File: src/pkg/fcd_pkg.sv
// Purpose: shared constants for the flash driver register bank and its host controller
// Assumes: one 125 MHz clock, synchronous active-high reset
// Notes on behaviour
// - host clears mode, enable, torch before 5V mode
// - codes 00h-7Fh give 2ms steps, 2..256ms
// - codes 80h+ give (code-127)*8+256 ms
// - mode 00 shutdown unless torch config 10
// - indicator uses six low bits, PWM 31.25kHz
// - assist uses seven low current bits
// - flash uses full setting, auto-clears enable, mode
// - host writes zero to control bit 2
// - control bit 3 gates the current sinks; external torch (mode 00, mask high) runs with it clear
// - trigger bit 6: edge or level sensing
// - trigger bit 7 enables flash trigger input
// - fault flags sticky, cleared by reading
// - fault bit layout, bits 1-2 read zero
// - PWM duty field gives 1/16 to 4/16
// - frequency lock fixes converter at 40h and above, assist and flash only
// - lowest current includes supply, not mask, reductions
// - lowest current only set on real reduction
// - host reads lowest current after flash ends
// - present current shows applied sink current
// - host reads present current twice, compares
// - host writes zero to undefined bits
// - external torch: mask high, mode 00, 7 bits
// - mask config 01 reduces flash current on mask
// - current code is combined current of both sinks

package fcd_pkg;
    // ---------------------------------------------------------------
    // timing
    // ---------------------------------------------------------------
    localparam int unsigned CLK_HZ = 125_000_000;
    localparam int unsigned MS_PER_S = 1000;
    localparam int unsigned CYC_PER_MS = CLK_HZ / MS_PER_S;
    localparam int unsigned PWM_HZ = 31_250;
    localparam int unsigned PWM_PERIOD_CYC = CLK_HZ / PWM_HZ;
    localparam int unsigned PWM_SLOTS = 16;
    localparam int unsigned PWM_SLOT_CYC = PWM_PERIOD_CYC / PWM_SLOTS;

    // ---------------------------------------------------------------
    // device register offsets
    // ---------------------------------------------------------------
    localparam logic [3:0] OFS_IDENT = 4'h0;
    localparam logic [3:0] OFS_CURRENT = 4'h1;
    localparam logic [3:0] OFS_MASK = 4'h3;
    localparam logic [3:0] OFS_SUPPLY = 4'h4;
    localparam logic [3:0] OFS_DURATION = 4'h5;
    localparam logic [3:0] OFS_CTRL = 4'h6;
    localparam logic [3:0] OFS_TRIG = 4'h7;
    localparam logic [3:0] OFS_FAULT = 4'h8;
    localparam logic [3:0] OFS_PWM = 4'h9;
    localparam logic [3:0] OFS_LOWEST = 4'he;
    localparam logic [3:0] OFS_PRESENT = 4'hf;

    // ---------------------------------------------------------------
    // reset values
    // ---------------------------------------------------------------
    localparam logic [7:0] RST_CURRENT = 8'h9c;
    localparam logic [7:0] RST_MASK = 8'h68;
    localparam logic [7:0] RST_SUPPLY = 8'h2c;
    localparam logic [7:0] RST_DURATION = 8'h23;
    localparam logic [7:0] RST_CTRL = 8'h00;
    localparam logic [7:0] RST_TRIG = 8'hc0;
    localparam logic [7:0] RST_FAULT = 8'h00;
    localparam logic [7:0] RST_PWM = 8'h00;
    localparam logic [7:0] RST_MEAS = 8'h00;

    // ---------------------------------------------------------------
    // field positions and codes
    // ---------------------------------------------------------------
    localparam int unsigned CTRL_OUT_ON = 3;
    localparam logic [7:0] CTRL_WR_MASK = 8'h0b;
    localparam int unsigned TRIG_LEVEL = 6;
    localparam int unsigned TRIG_ENABLE = 7;
    localparam int unsigned SUPPLY_CONST_V = 7;
    localparam int unsigned PWM_FREQ_LOCK = 2;
    localparam int unsigned FLT_UVLO = 0;
    localparam int unsigned FLT_MASK = 3;
    localparam int unsigned FLT_TIMEOUT = 4;
    localparam int unsigned FLT_OVERTEMP = 5;
    localparam int unsigned FLT_SHORT = 6;
    localparam int unsigned FLT_OVP = 7;
    localparam logic [1:0] MODE_OFF = 2'b00;
    localparam logic [1:0] MODE_INDICATOR = 2'b01;
    localparam logic [1:0] MODE_ASSIST = 2'b10;
    localparam logic [1:0] MODE_FLASH = 2'b11;
    localparam logic [1:0] TORCH_MASK = 2'b01;
    localparam logic [1:0] TORCH_EXT = 2'b10;
    localparam logic [7:0] FREQ_LOCK_MIN = 8'h40;
    localparam logic [7:0] DUR_LONG_CODE = 8'h80;
    localparam logic [10:0] DUR_LONG_SUB = 11'd760; // 127*8 - 256

    // ---------------------------------------------------------------
    // host controller registers (wishbone byte addresses)
    // ---------------------------------------------------------------
    localparam logic [7:0] HOFS_CMD = 8'h00;
    localparam logic [7:0] HOFS_STATUS = 8'h04;
    localparam int unsigned HSTAT_BUSY = 8;

    typedef enum logic [1:0] {
        FL_IDLE = 2'b01,
        FL_ON = 2'b10
    } fcd_flash_t;
endpackage

File: src/pkg/fcd_if.sv
// Purpose: register access link between host controller and flash driver
// Assumes: both ends on one clock
// Notes: request held until ack; ack is a one-cycle pulse
`timescale 1ns/10ps
`default_nettype none
interface fcd_if;
    logic req;
    logic we;
    logic [3:0] addr;
    logic [7:0] wdata;
    logic [7:0] rdata;
    logic ack;

    modport dev (input req, input we, input addr, input wdata, output rdata, output ack);
    modport host (output req, output we, output addr, output wdata, input rdata, input ack);
endinterface
`default_nettype wire

File: src/hdl/fcd_device.sv
// Purpose: flash driver control and status register bank with flash sequencing
// Assumes: trigger and mask pins asynchronous; analog status inputs on clk_i
// Notes: register link answers one cycle after a request
//
// Local design decision: register access over Wishbone.
`timescale 1ns/10ps
`default_nettype none
module fcd_device #(
    parameter int unsigned MS_CYC = fcd_pkg::CYC_PER_MS,
    parameter logic [4:0] ID_FIXED = 5'h0a, // arbitrary value
    parameter logic [2:0] ID_VERSION = 3'h1 // arbitrary value
) (
    // clock and reset
    input wire logic clk_i,
    input wire logic rst_i,
    // register link
    fcd_if.dev bus,
    // pins from outside
    input wire logic trigger_i,
    input wire logic mask_pin_i,
    // analog status
    input wire logic uvlo_evt_i,
    input wire logic overtemp_evt_i,
    input wire logic led_short_evt_i,
    input wire logic ovp_evt_i,
    input wire logic uvlo_reduce_i,
    input wire logic [7:0] applied_current_i,
    // analog controls
    output logic [7:0] sink_code_o,
    output logic sink_en_o,
    output logic pwm_o,
    output logic fixed_freq_o,
    output logic mask_active_o,
    output logic [3:0] mask_current_o,
    output logic const_v_o,
    output logic flash_on_o
);
    // ---------------------------------------------------------------
    // pin synchronisers
    // ---------------------------------------------------------------
    logic [1:0] pin_raw;
    logic [2:0] sync_q [2];
    logic [1:0] pin_q;
    assign pin_raw = {mask_pin_i, trigger_i};

    // three flops; the filtered level moves only once stages two and three agree
    for (genvar g = 0; g < 2; g++) begin : g_sync
        always_ff @(posedge clk_i) begin
            if (rst_i) begin
                sync_q[g] <= 3'h0;
                pin_q[g] <= 1'b0;
            end else begin
                sync_q[g] <= {sync_q[g][1:0], pin_raw[g]};
                if (sync_q[g][1] == sync_q[g][2]) begin
                    pin_q[g] <= sync_q[g][2];
                end
            end
        end
    end

    logic trig_s, mask_s, trig_prev_q;
    assign trig_s = pin_q[0];
    assign mask_s = pin_q[1];

    always_ff @(posedge clk_i) begin
        if (rst_i) begin
            trig_prev_q <= 1'b0;
        end else begin
            trig_prev_q <= trig_s;
        end
    end

    // ---------------------------------------------------------------
    // registers
    // ---------------------------------------------------------------
    logic [7:0] cur_q, mask_q, supply_q, dur_q, ctrl_q, trig_q, fault_q, pwm_q;
    logic [7:0] lowest_q, present_q;
    logic wr, rd, flash_end;
    logic [1:0] mode;
    logic out_on, const_v;
    assign wr = bus.req && !bus.ack && bus.we;
    assign rd = bus.req && !bus.ack && !bus.we;
    assign mode = ctrl_q[1:0];
    assign out_on = ctrl_q[fcd_pkg::CTRL_OUT_ON];
    assign const_v = supply_q[fcd_pkg::SUPPLY_CONST_V];

    // plain read/write settings
    always_ff @(posedge clk_i) begin
        if (rst_i) begin
            cur_q <= fcd_pkg::RST_CURRENT;
            mask_q <= fcd_pkg::RST_MASK;
            supply_q <= fcd_pkg::RST_SUPPLY;
            dur_q <= fcd_pkg::RST_DURATION;
            trig_q <= fcd_pkg::RST_TRIG;
            pwm_q <= fcd_pkg::RST_PWM;
        end else if (wr) begin
            if (bus.addr == fcd_pkg::OFS_CURRENT) cur_q <= bus.wdata;
            if (bus.addr == fcd_pkg::OFS_MASK) mask_q <= bus.wdata;
            if (bus.addr == fcd_pkg::OFS_SUPPLY) supply_q <= bus.wdata;
            if (bus.addr == fcd_pkg::OFS_DURATION) dur_q <= bus.wdata;
            if (bus.addr == fcd_pkg::OFS_TRIG) trig_q <= {bus.wdata[7:6], 6'h00};
            if (bus.addr == fcd_pkg::OFS_PWM) pwm_q <= {5'h00, bus.wdata[2:0]};
        end
    end

    // control: end of flash clears enable and mode; a host write the same cycle wins
    always_ff @(posedge clk_i) begin
        if (rst_i) begin
            ctrl_q <= fcd_pkg::RST_CTRL;
        end else if (wr && bus.addr == fcd_pkg::OFS_CTRL) begin
            ctrl_q <= bus.wdata & fcd_pkg::CTRL_WR_MASK; // bit 2 and 7:4 kept zero
        end else if (flash_end) begin
            ctrl_q <= fcd_pkg::RST_CTRL;
        end
    end

    // ---------------------------------------------------------------
    // register link answer
    // ---------------------------------------------------------------
    logic [7:0] rmux;
    always_comb begin
        unique case (bus.addr)
            fcd_pkg::OFS_IDENT: rmux = {ID_FIXED, ID_VERSION};
            fcd_pkg::OFS_CURRENT: rmux = cur_q;
            fcd_pkg::OFS_MASK: rmux = mask_q;
            fcd_pkg::OFS_SUPPLY: rmux = supply_q;
            fcd_pkg::OFS_DURATION: rmux = dur_q;
            fcd_pkg::OFS_CTRL: rmux = ctrl_q;
            fcd_pkg::OFS_TRIG: rmux = trig_q;
            fcd_pkg::OFS_FAULT: rmux = fault_q;
            fcd_pkg::OFS_PWM: rmux = pwm_q;
            fcd_pkg::OFS_LOWEST: rmux = lowest_q;
            fcd_pkg::OFS_PRESENT: rmux = present_q;
            default: rmux = 8'h00; // unmapped offsets read zero
        endcase
    end

    always_ff @(posedge clk_i) begin
        if (rst_i) begin
            bus.ack <= 1'b0;
            bus.rdata <= 8'h00;
        end else begin
            bus.ack <= bus.req && !bus.ack;
            if (rd) bus.rdata <= rmux;
        end
    end

    // ---------------------------------------------------------------
    // flash sequencing
    // ---------------------------------------------------------------
    fcd_pkg::fcd_flash_t fl_q;
    logic [16:0] pre_q;
    logic [10:0] ms_q, limit_ms;
    logic flash_armed, trig_en, trig_level, start, expire, lvl_drop;
    assign flash_armed = mode == fcd_pkg::MODE_FLASH && out_on && !const_v;
    assign trig_en = trig_q[fcd_pkg::TRIG_ENABLE];
    assign trig_level = trig_q[fcd_pkg::TRIG_LEVEL];

    // duration code to milliseconds
    always_comb begin
        if (dur_q < fcd_pkg::DUR_LONG_CODE) begin
            limit_ms = {2'b00, dur_q, 1'b0} + 11'd2;
        end else begin
            limit_ms = {dur_q, 3'b000} - fcd_pkg::DUR_LONG_SUB;
        end
    end

    // a disabled trigger fires the flash as soon as it is armed
    assign start = flash_armed && (!trig_en || (trig_level ? trig_s : (trig_s && !trig_prev_q)));
    // end on the last cycle of the final millisecond so the pulse lasts exactly the limit
    assign expire = (ms_q + 11'h001 >= limit_ms) && pre_q == 17'(MS_CYC - 1);
    assign lvl_drop = trig_en && trig_level && !trig_s;
    assign flash_end = fl_q == fcd_pkg::FL_ON && (expire || lvl_drop);

    always_ff @(posedge clk_i) begin
        if (rst_i) begin
            fl_q <= fcd_pkg::FL_IDLE;
            pre_q <= 17'h00000;
            ms_q <= 11'h000;
        end else begin
            unique case (fl_q)
                fcd_pkg::FL_IDLE: begin
                    pre_q <= 17'h00000;
                    ms_q <= 11'h000;
                    if (start) fl_q <= fcd_pkg::FL_ON;
                end
                fcd_pkg::FL_ON: begin
                    if (flash_end || !flash_armed) begin
                        fl_q <= fcd_pkg::FL_IDLE;
                    end else if (pre_q == 17'(MS_CYC - 1)) begin
                        pre_q <= 17'h00000;
                        ms_q <= ms_q + 11'h001;
                    end else begin
                        pre_q <= pre_q + 17'h00001;
                    end
                end
            endcase
        end
    end

    // ---------------------------------------------------------------
    // fault flags: set beats the read that clears
    // ---------------------------------------------------------------
    logic flashing, mask_reduce;
    logic [7:0] fault_set;
    assign flashing = fl_q == fcd_pkg::FL_ON;
    assign mask_reduce = flashing && mask_s && mask_q[1:0] == fcd_pkg::TORCH_MASK;
    always_comb begin
        fault_set = 8'h00;
        fault_set[fcd_pkg::FLT_UVLO] = uvlo_evt_i;
        fault_set[fcd_pkg::FLT_MASK] = mask_reduce;
        fault_set[fcd_pkg::FLT_TIMEOUT] = flashing && expire && !lvl_drop && trig_en && trig_level;
        fault_set[fcd_pkg::FLT_OVERTEMP] = overtemp_evt_i;
        fault_set[fcd_pkg::FLT_SHORT] = led_short_evt_i;
        fault_set[fcd_pkg::FLT_OVP] = ovp_evt_i;
    end

    always_ff @(posedge clk_i) begin
        if (rst_i) begin
            fault_q <= fcd_pkg::RST_FAULT;
        end else if (rd && bus.addr == fcd_pkg::OFS_FAULT) begin
            fault_q <= fault_set;
        end else begin
            fault_q <= fault_q | fault_set;
        end
    end

    // ---------------------------------------------------------------
    // sink control
    // ---------------------------------------------------------------
    logic ext_torch, run;
    logic [7:0] code;
    assign ext_torch = mode == fcd_pkg::MODE_OFF && mask_q[1:0] == fcd_pkg::TORCH_EXT && mask_s;
    assign run = !const_v && ((out_on && (mode == fcd_pkg::MODE_INDICATOR
        || mode == fcd_pkg::MODE_ASSIST || flashing)) || ext_torch);

    // code is the combined current of both sinks
    always_comb begin
        unique case (mode)
            fcd_pkg::MODE_INDICATOR: code = {2'b00, cur_q[5:0]};
            fcd_pkg::MODE_ASSIST: code = {1'b0, cur_q[6:0]};
            fcd_pkg::MODE_FLASH: code = cur_q;
            fcd_pkg::MODE_OFF: code = {1'b0, cur_q[6:0]};
        endcase
    end

    always_ff @(posedge clk_i) begin
        if (rst_i) begin
            sink_code_o <= 8'h00;
            sink_en_o <= 1'b0;
            fixed_freq_o <= 1'b0;
            mask_active_o <= 1'b0;
            mask_current_o <= 4'h0;
            const_v_o <= 1'b0;
            flash_on_o <= 1'b0;
        end else begin
            sink_code_o <= run ? code : 8'h00;
            sink_en_o <= run;
            fixed_freq_o <= run && pwm_q[fcd_pkg::PWM_FREQ_LOCK] && mode[1]
                && code >= fcd_pkg::FREQ_LOCK_MIN;
            mask_active_o <= mask_reduce;
            mask_current_o <= mask_q[7:4];
            const_v_o <= const_v;
            flash_on_o <= flashing;
        end
    end

    // ---------------------------------------------------------------
    // indicator PWM: 16 slots per period, duty (field+1)/16
    // ---------------------------------------------------------------
    logic [7:0] slot_cnt_q;
    logic [3:0] phase_q;
    always_ff @(posedge clk_i) begin
        if (rst_i) begin
            slot_cnt_q <= 8'h00;
            phase_q <= 4'h0;
            pwm_o <= 1'b0;
        end else begin
            if (slot_cnt_q == 8'(fcd_pkg::PWM_SLOT_CYC - 1)) begin
                slot_cnt_q <= 8'h00;
                phase_q <= phase_q + 4'h1;
            end else begin
                slot_cnt_q <= slot_cnt_q + 8'h01;
            end
            pwm_o <= run && mode == fcd_pkg::MODE_INDICATOR
                && phase_q <= {2'b00, pwm_q[1:0]};
        end
    end

    // ---------------------------------------------------------------
    // current monitors
    // ---------------------------------------------------------------
    logic run_prev_q;
    always_ff @(posedge clk_i) begin
        if (rst_i) begin
            present_q <= fcd_pkg::RST_MEAS;
            lowest_q <= fcd_pkg::RST_MEAS;
            run_prev_q <= 1'b0;
        end else begin
            run_prev_q <= run;
            present_q <= applied_current_i;
            if (run && !run_prev_q) begin
                lowest_q <= fcd_pkg::RST_MEAS; // new operation cycle
            end else if (run && uvlo_reduce_i && !mask_reduce
                && (lowest_q == 8'h00 || applied_current_i < lowest_q)) begin
                lowest_q <= applied_current_i;
            end
        end
    end
endmodule
`default_nettype wire

File: src/flat_wrapper.sv
// flat-port wrapper written by rule: the top's interface ports become plain ports
module fcd_device_flat 
#(
    parameter int unsigned MS_CYC = fcd_pkg::CYC_PER_MS,
    parameter logic [4:0] ID_FIXED = 5'h0a,                   
    parameter logic [2:0] ID_VERSION = 3'h1                   
)
  (clk_i, rst_i, trigger_i, mask_pin_i, uvlo_evt_i, overtemp_evt_i, led_short_evt_i, ovp_evt_i, uvlo_reduce_i, applied_current_i, sink_code_o, sink_en_o, pwm_o, fixed_freq_o, mask_active_o, mask_current_o, const_v_o, flash_on_o, bus_req, bus_we, bus_addr, bus_wdata, bus_rdata, bus_ack);
  fcd_if bus_i ();
  input wire logic clk_i;
  input wire logic rst_i;
  input wire logic trigger_i;
  input wire logic mask_pin_i;
  input wire logic uvlo_evt_i;
  input wire logic overtemp_evt_i;
  input wire logic led_short_evt_i;
  input wire logic ovp_evt_i;
  input wire logic uvlo_reduce_i;
  input wire logic [7:0] applied_current_i;
  output logic [7:0] sink_code_o;
  output logic sink_en_o;
  output logic pwm_o;
  output logic fixed_freq_o;
  output logic mask_active_o;
  output logic [3:0] mask_current_o;
  output logic const_v_o;
  output logic flash_on_o;
  input wire logic [$bits(bus_i.req)-1:0] bus_req;
  input wire logic [$bits(bus_i.we)-1:0] bus_we;
  input wire logic [$bits(bus_i.addr)-1:0] bus_addr;
  input wire logic [$bits(bus_i.wdata)-1:0] bus_wdata;
  output wire logic [$bits(bus_i.rdata)-1:0] bus_rdata;
  output wire logic [$bits(bus_i.ack)-1:0] bus_ack;
  assign bus_i.req = bus_req;
  assign bus_i.we = bus_we;
  assign bus_i.addr = bus_addr;
  assign bus_i.wdata = bus_wdata;
  assign bus_rdata = bus_i.rdata;
  assign bus_ack = bus_i.ack;
  fcd_device #(.MS_CYC(MS_CYC), .ID_FIXED(ID_FIXED), .ID_VERSION(ID_VERSION)) u_core (.clk_i(clk_i), .rst_i(rst_i), .bus(bus_i), .trigger_i(trigger_i), .mask_pin_i(mask_pin_i), .uvlo_evt_i(uvlo_evt_i), .overtemp_evt_i(overtemp_evt_i), .led_short_evt_i(led_short_evt_i), .ovp_evt_i(ovp_evt_i), .uvlo_reduce_i(uvlo_reduce_i), .applied_current_i(applied_current_i), .sink_code_o(sink_code_o), .sink_en_o(sink_en_o), .pwm_o(pwm_o), .fixed_freq_o(fixed_freq_o), .mask_active_o(mask_active_o), .mask_current_o(mask_current_o), .const_v_o(const_v_o), .flash_on_o(flash_on_o));
endmodule
File: config.mk
export PLATFORM = sky130hd
export DESIGN_NAME = fcd_device_flat
export DESIGN_NICKNAME = d
export VERILOG_FILES = /design/src/pkg/fcd_pkg.sv /design/src/pkg/fcd_if.sv /design/src/hdl/fcd_device.sv /design/src/flat_wrapper.sv
export SDC_FILE = /design/constraint.sdc
export NUM_CORES = 1
export LEC_CHECK = 0
export BUFFER_PORTS_ARGS = -buffer_cell sky130_fd_sc_hd__buf_2
export CORE_MARGIN = 2
export CORE_UTILIZATION = 60
export CTS_CLUSTER_SIZE = 10
export DETAILED_ROUTE_END_ITERATION = 6
export HOLD_SLACK_MARGIN = 0.15
export PLACE_DENSITY = 0.8
export SLEW_MARGIN = 10
export SYNTH_ARGS = -nofsm -noshare
export SYNTH_HDL_FRONTEND = slang
export SYNTH_SLANG_ARGS = --single-unit
File: constraint.sdc
create_clock -name clk_i -period 3.3 [get_ports clk_i]
set_clock_uncertainty 0.05 [all_clocks]
set_input_delay 0 -clock clk_i [delete_from_list [all_inputs] [get_ports clk_i]]
set_output_delay 0 -clock clk_i [all_outputs]
set_load 0.02 [all_outputs]
==> results by group <==
Clock network
  • CTS Buf Count: 17
  • CTS max path bufs: 2
  • Clock Latency Late Sink: approximately 0.53 ns
  • Num Clock Sinks: 140
  • CTS H-tree depth: 4
  • Clock slew at reported path FFs: around 0.060 ns
  • Root Buffer: clkbuf_8
  • Number of setup buffers added after CTS: 0
  • CTS tree: done

Yosys
  • Unique cell type count in the Yosys netlist: around 60
  • Post-synth EDFFs: 0
  • Sequential area share after synthesis: 0.423
  • Syn Std Cell Area: ~0.0066 mm^2
  • Post-synthesis cell count: around 760
  • Ys async rst share: 0
  • Post-Syn Area per Cell: about 8.8 um^2
  • Ys flop type: dfxtp_1
  • Synth warnings: 0
  • Post-synthesis register bit count: 140
  • Syn_nets: slightly above 800

Worst hold path
  • Hold_sp: mask_pin_i
  • Hold crit path type: in2reg

Worst setup path
  • Crit path required time: approximately 3.7 ns
  • Max stage delay cell, worst path: dfxtp_1
  • Largest stage delay on the critical path: between 0.4 and 0.5 ns
  • Critical Path Start: u_core.ms_q[2]$_SDFFE_PP0P_
  • Worst setup EP type: flip-flop
  • CP Data Arrival Time: 3.48 ns
  • Crit start category: flip-flop
  • Worst-path cell chain: nand3_1 -> nor2_1 -> and3_1 -> nand3_1 -> xnor2_1 -> ha_1 -> o2111a_1 -> a21oi_2 -> o21a_1 -> nor2_2 -> or4_1 -> a21oi_1
  • Most frequent CP cell: nand3_1
  • Worst R2R Start: u_core.ms_q[2]$_SDFFE_PP0P_
  • Critical path class: reg2reg
  • Critical path fanouts, max: 8

Timing
  • Setup TNS: 0 ns
  • Setup-failing EPs final: 0
  • Tcrit/Tclk final: 0.926
  • Relative slew slack: 0.457
  • Slew @ Worst Pin: ~0.81 ns
  • Final Hold Fails: 0
  • Fmax: around 0.33 GHz
  • Fin. max-slew vios: 0
  • Period minus WS final: just over 3 ns

Routing
  • Initial DRC Count: about 450
  • Vias per cell: just under 6
  • Post-Route WL: between 15,000 and 20,000 um
  • Post-route ant nets: 0
  • Vias post-DR: just under 6k
  • DRC: 0
  • Drt pass-1 iters: 5
  • WL per Instance: around 17 um

Status
  • Status: finished clean

Cells and area
  • Layout area overhead: 22.2%
  • Reg with most FFs: u_core.pre_q
  • Seq. cell area: around 0.0028 mm^2
  • Largest register FFs: 17
  • N_diodes: 0
  • Biggest regs: u_core.pre_q: 17 flops, u_core.ms_q: 11 flops
  • # fillers: 760
  • Area of the multi-input gates: 0.00363 mm^2
  • Layout Cells excl Fill: approximately 1.0k
  • Final #Nets: ~910
  • Layout cells sized above 1: 0.130

Placement
  • Placed insts: roughly 930
  • Final HPWL DP: around 12,000 um
  • Port Buffers: 57
  • RD Place Congestion: ~0.96

Global route
  • Initial antenna violation count: 0
  • All-Layer GR Usage: 0.307
  • First-pass GRT wire length: ~28,000 um
  • Largest net degree at the start of global routing: 80
  • Number of global-route vias before repair: 5,859
  • Gr ovfl total: 0

Die
  • Die Width: between 100 and 150 um
  • # IOs: 58
  • Total core area: 0.0108 mm^2
  • Row count: 38
  • Initial Util: 0.613
  • Chip height: 109 um
  • Die Area: between 0.01 and 0.015 mm^2

Power and ir drop
  • Peak supply drop: 0.411 mV
  • Leakage: ~3.4 nW
  • Pwr/cell area: a little under 500 mW/mm^2

Run
  • Max-cap violation count: 0
[critical path: cells and delay by family (launching register included)]
family          cells  cell delay, ns
fa+ha+maj           1            0.28
simple gates        6            1.31
compound gates      4            0.69
flops               1            0.42
xor+xnor            1            0.22
[final cells by class]
class,count,share of cell area
Timing Repair Buffer,110,0.0984
Tap cell,140,0.0217
Clock buffer,19,0.0546
Multi-Input combinational cell,560,0.448
Inverter,22,0.0102
Sequential cell,140,0.347
Clock inverter,13,0.0201
[through the flow]
stage	power, mW	worst slack, ns	utilization	instance area [um^2]	hold WS, ns
3_3_place_gp	1.95	0.206	0.649	7010	0.160
2_1_floorplan	1.88	0.320	-	6620	0.0674
5_1_grt	4.02	-0.0209	0.750	8090	0.199
3_5_place_dp	1.95	0.0457	0.649	7010	0.166
4_1_cts	3.91	0.00357	0.747	8060	0.175
6_report	3.90	0.243	0.750	8090	0.171
[repair_timing]
item,CTS,global route
setup endpoints to repair,0,32
resized for setup,0,7
hold endpoints to repair,91,0
hold buffers,45,0
[placed cells by master (no fill, tap or decap), types with 15 or more instances in the layout]
| cell type | n |
|---|---|
| dfxtp_1 | 138 |
| nor2_1 | 105 |
| nand2_1 | 58 |
| buf_2 | 57 |
| a21oi_1 | 46 |
| mux2i_1 | 46 |
| dlygate4sd3_1 | 45 |
| nor2b_1 | 35 |
| ha_1 | 28 |
| o21ai_0 | 27 |
| xor2_1 | 26 |
| inv_1 | 21 |
| nand3_1 | 19 |
| clkbuf_16 | 16 |
| nand2b_1 | 15 |
[cells in the mapped netlist (2+ instances only)]
cell type / count / share of area
nor2b_1: 35 / 0.033
nor3_1: 13 / 0.0098
and3_1: 14 / 0.013
o21a_1: 2 / 0.0023
a211o_1: 7 / 0.0093
o21ai_1: 2 / 0.0015
nand4_1: 5 / 0.0047
mux2_2: 3 / 0.0051
nand3_1: 20 / 0.015
nand2_1: 58 / 0.033
nor4_1: 2 / 0.0019
clkbuf_1: 28 / 0.016
a22o_1: 5 / 0.0066
o2111ai_1: 5 / 0.0066
nand3b_1: 5 / 0.0057
buf_1: 3 / 0.0017
nand2b_1: 15 / 0.014
nor2_1: 106 / 0.060
mux2i_1: 46 / 0.070
o22ai_1: 3 / 0.0028
a221oi_1: 3 / 0.0040
inv_1: 21 / 0.012
nor4b_1: 2 / 0.0026
and4_1: 2 / 0.0026
dfxtp_1: 140 / 0.42
a21oi_1: 47 / 0.036
a32o_1: 2 / 0.0030
or4_1: 2 / 0.0023
o211ai_1: 5 / 0.0057
ha_1: 29 / 0.055
nand4b_1: 4 / 0.0053
xor2_1: 26 / 0.034
xnor2_1: 12 / 0.016
a21o_1: 4 / 0.0045
a32oi_1: 3 / 0.0040
a31oi_1: 5 / 0.0047
a22oi_1: 8 / 0.0091
o21ai_0: 27 / 0.020
nor3b_1: 5 / 0.0057
and2_1: 12 / 0.011
[power by group]
group          internal, mW  switching (mW)  leakage, nW
logic                 0.104           0.132         1.92
clock network          1.20           0.735        0.303
registers              1.72          0.0172         1.14
total                  3.02           0.884         3.36
[final timing paths]
check	end	slack [ns]	cells past startpoint
min	u_core.sync_q[1][0]$_SDFF_PP0_	0.17	3
max	u_core.pre_q[16]$_SDFFE_PP0P_	0.24	12
max reg2reg	u_core.pre_q[16]$_SDFFE_PP0P_	0.24	12
min reg2reg	u_core.sync_q[0][1]$_SDFF_PP0_	0.40	1
[logic make-up after synthesis]
logic type	share of synthesized area
adders and majority gates	0.0548
AOI/OAI and AO/OA	0.137
muxes	0.0746
and+or+nand+nor	0.228
DFF	0.423
xor gates and xnor gates	0.0503
buffers and inverters	0.0325
[routing by layer]
metal / track usage / wire [um]
met5: 0 / 0
met4: 0.136 / 422
met3: 0.0843 / 1330
met2: 0.509 / 8370
met1: 0.371 / 7220
No activity file was read; power rests on OpenSTA's default activity.
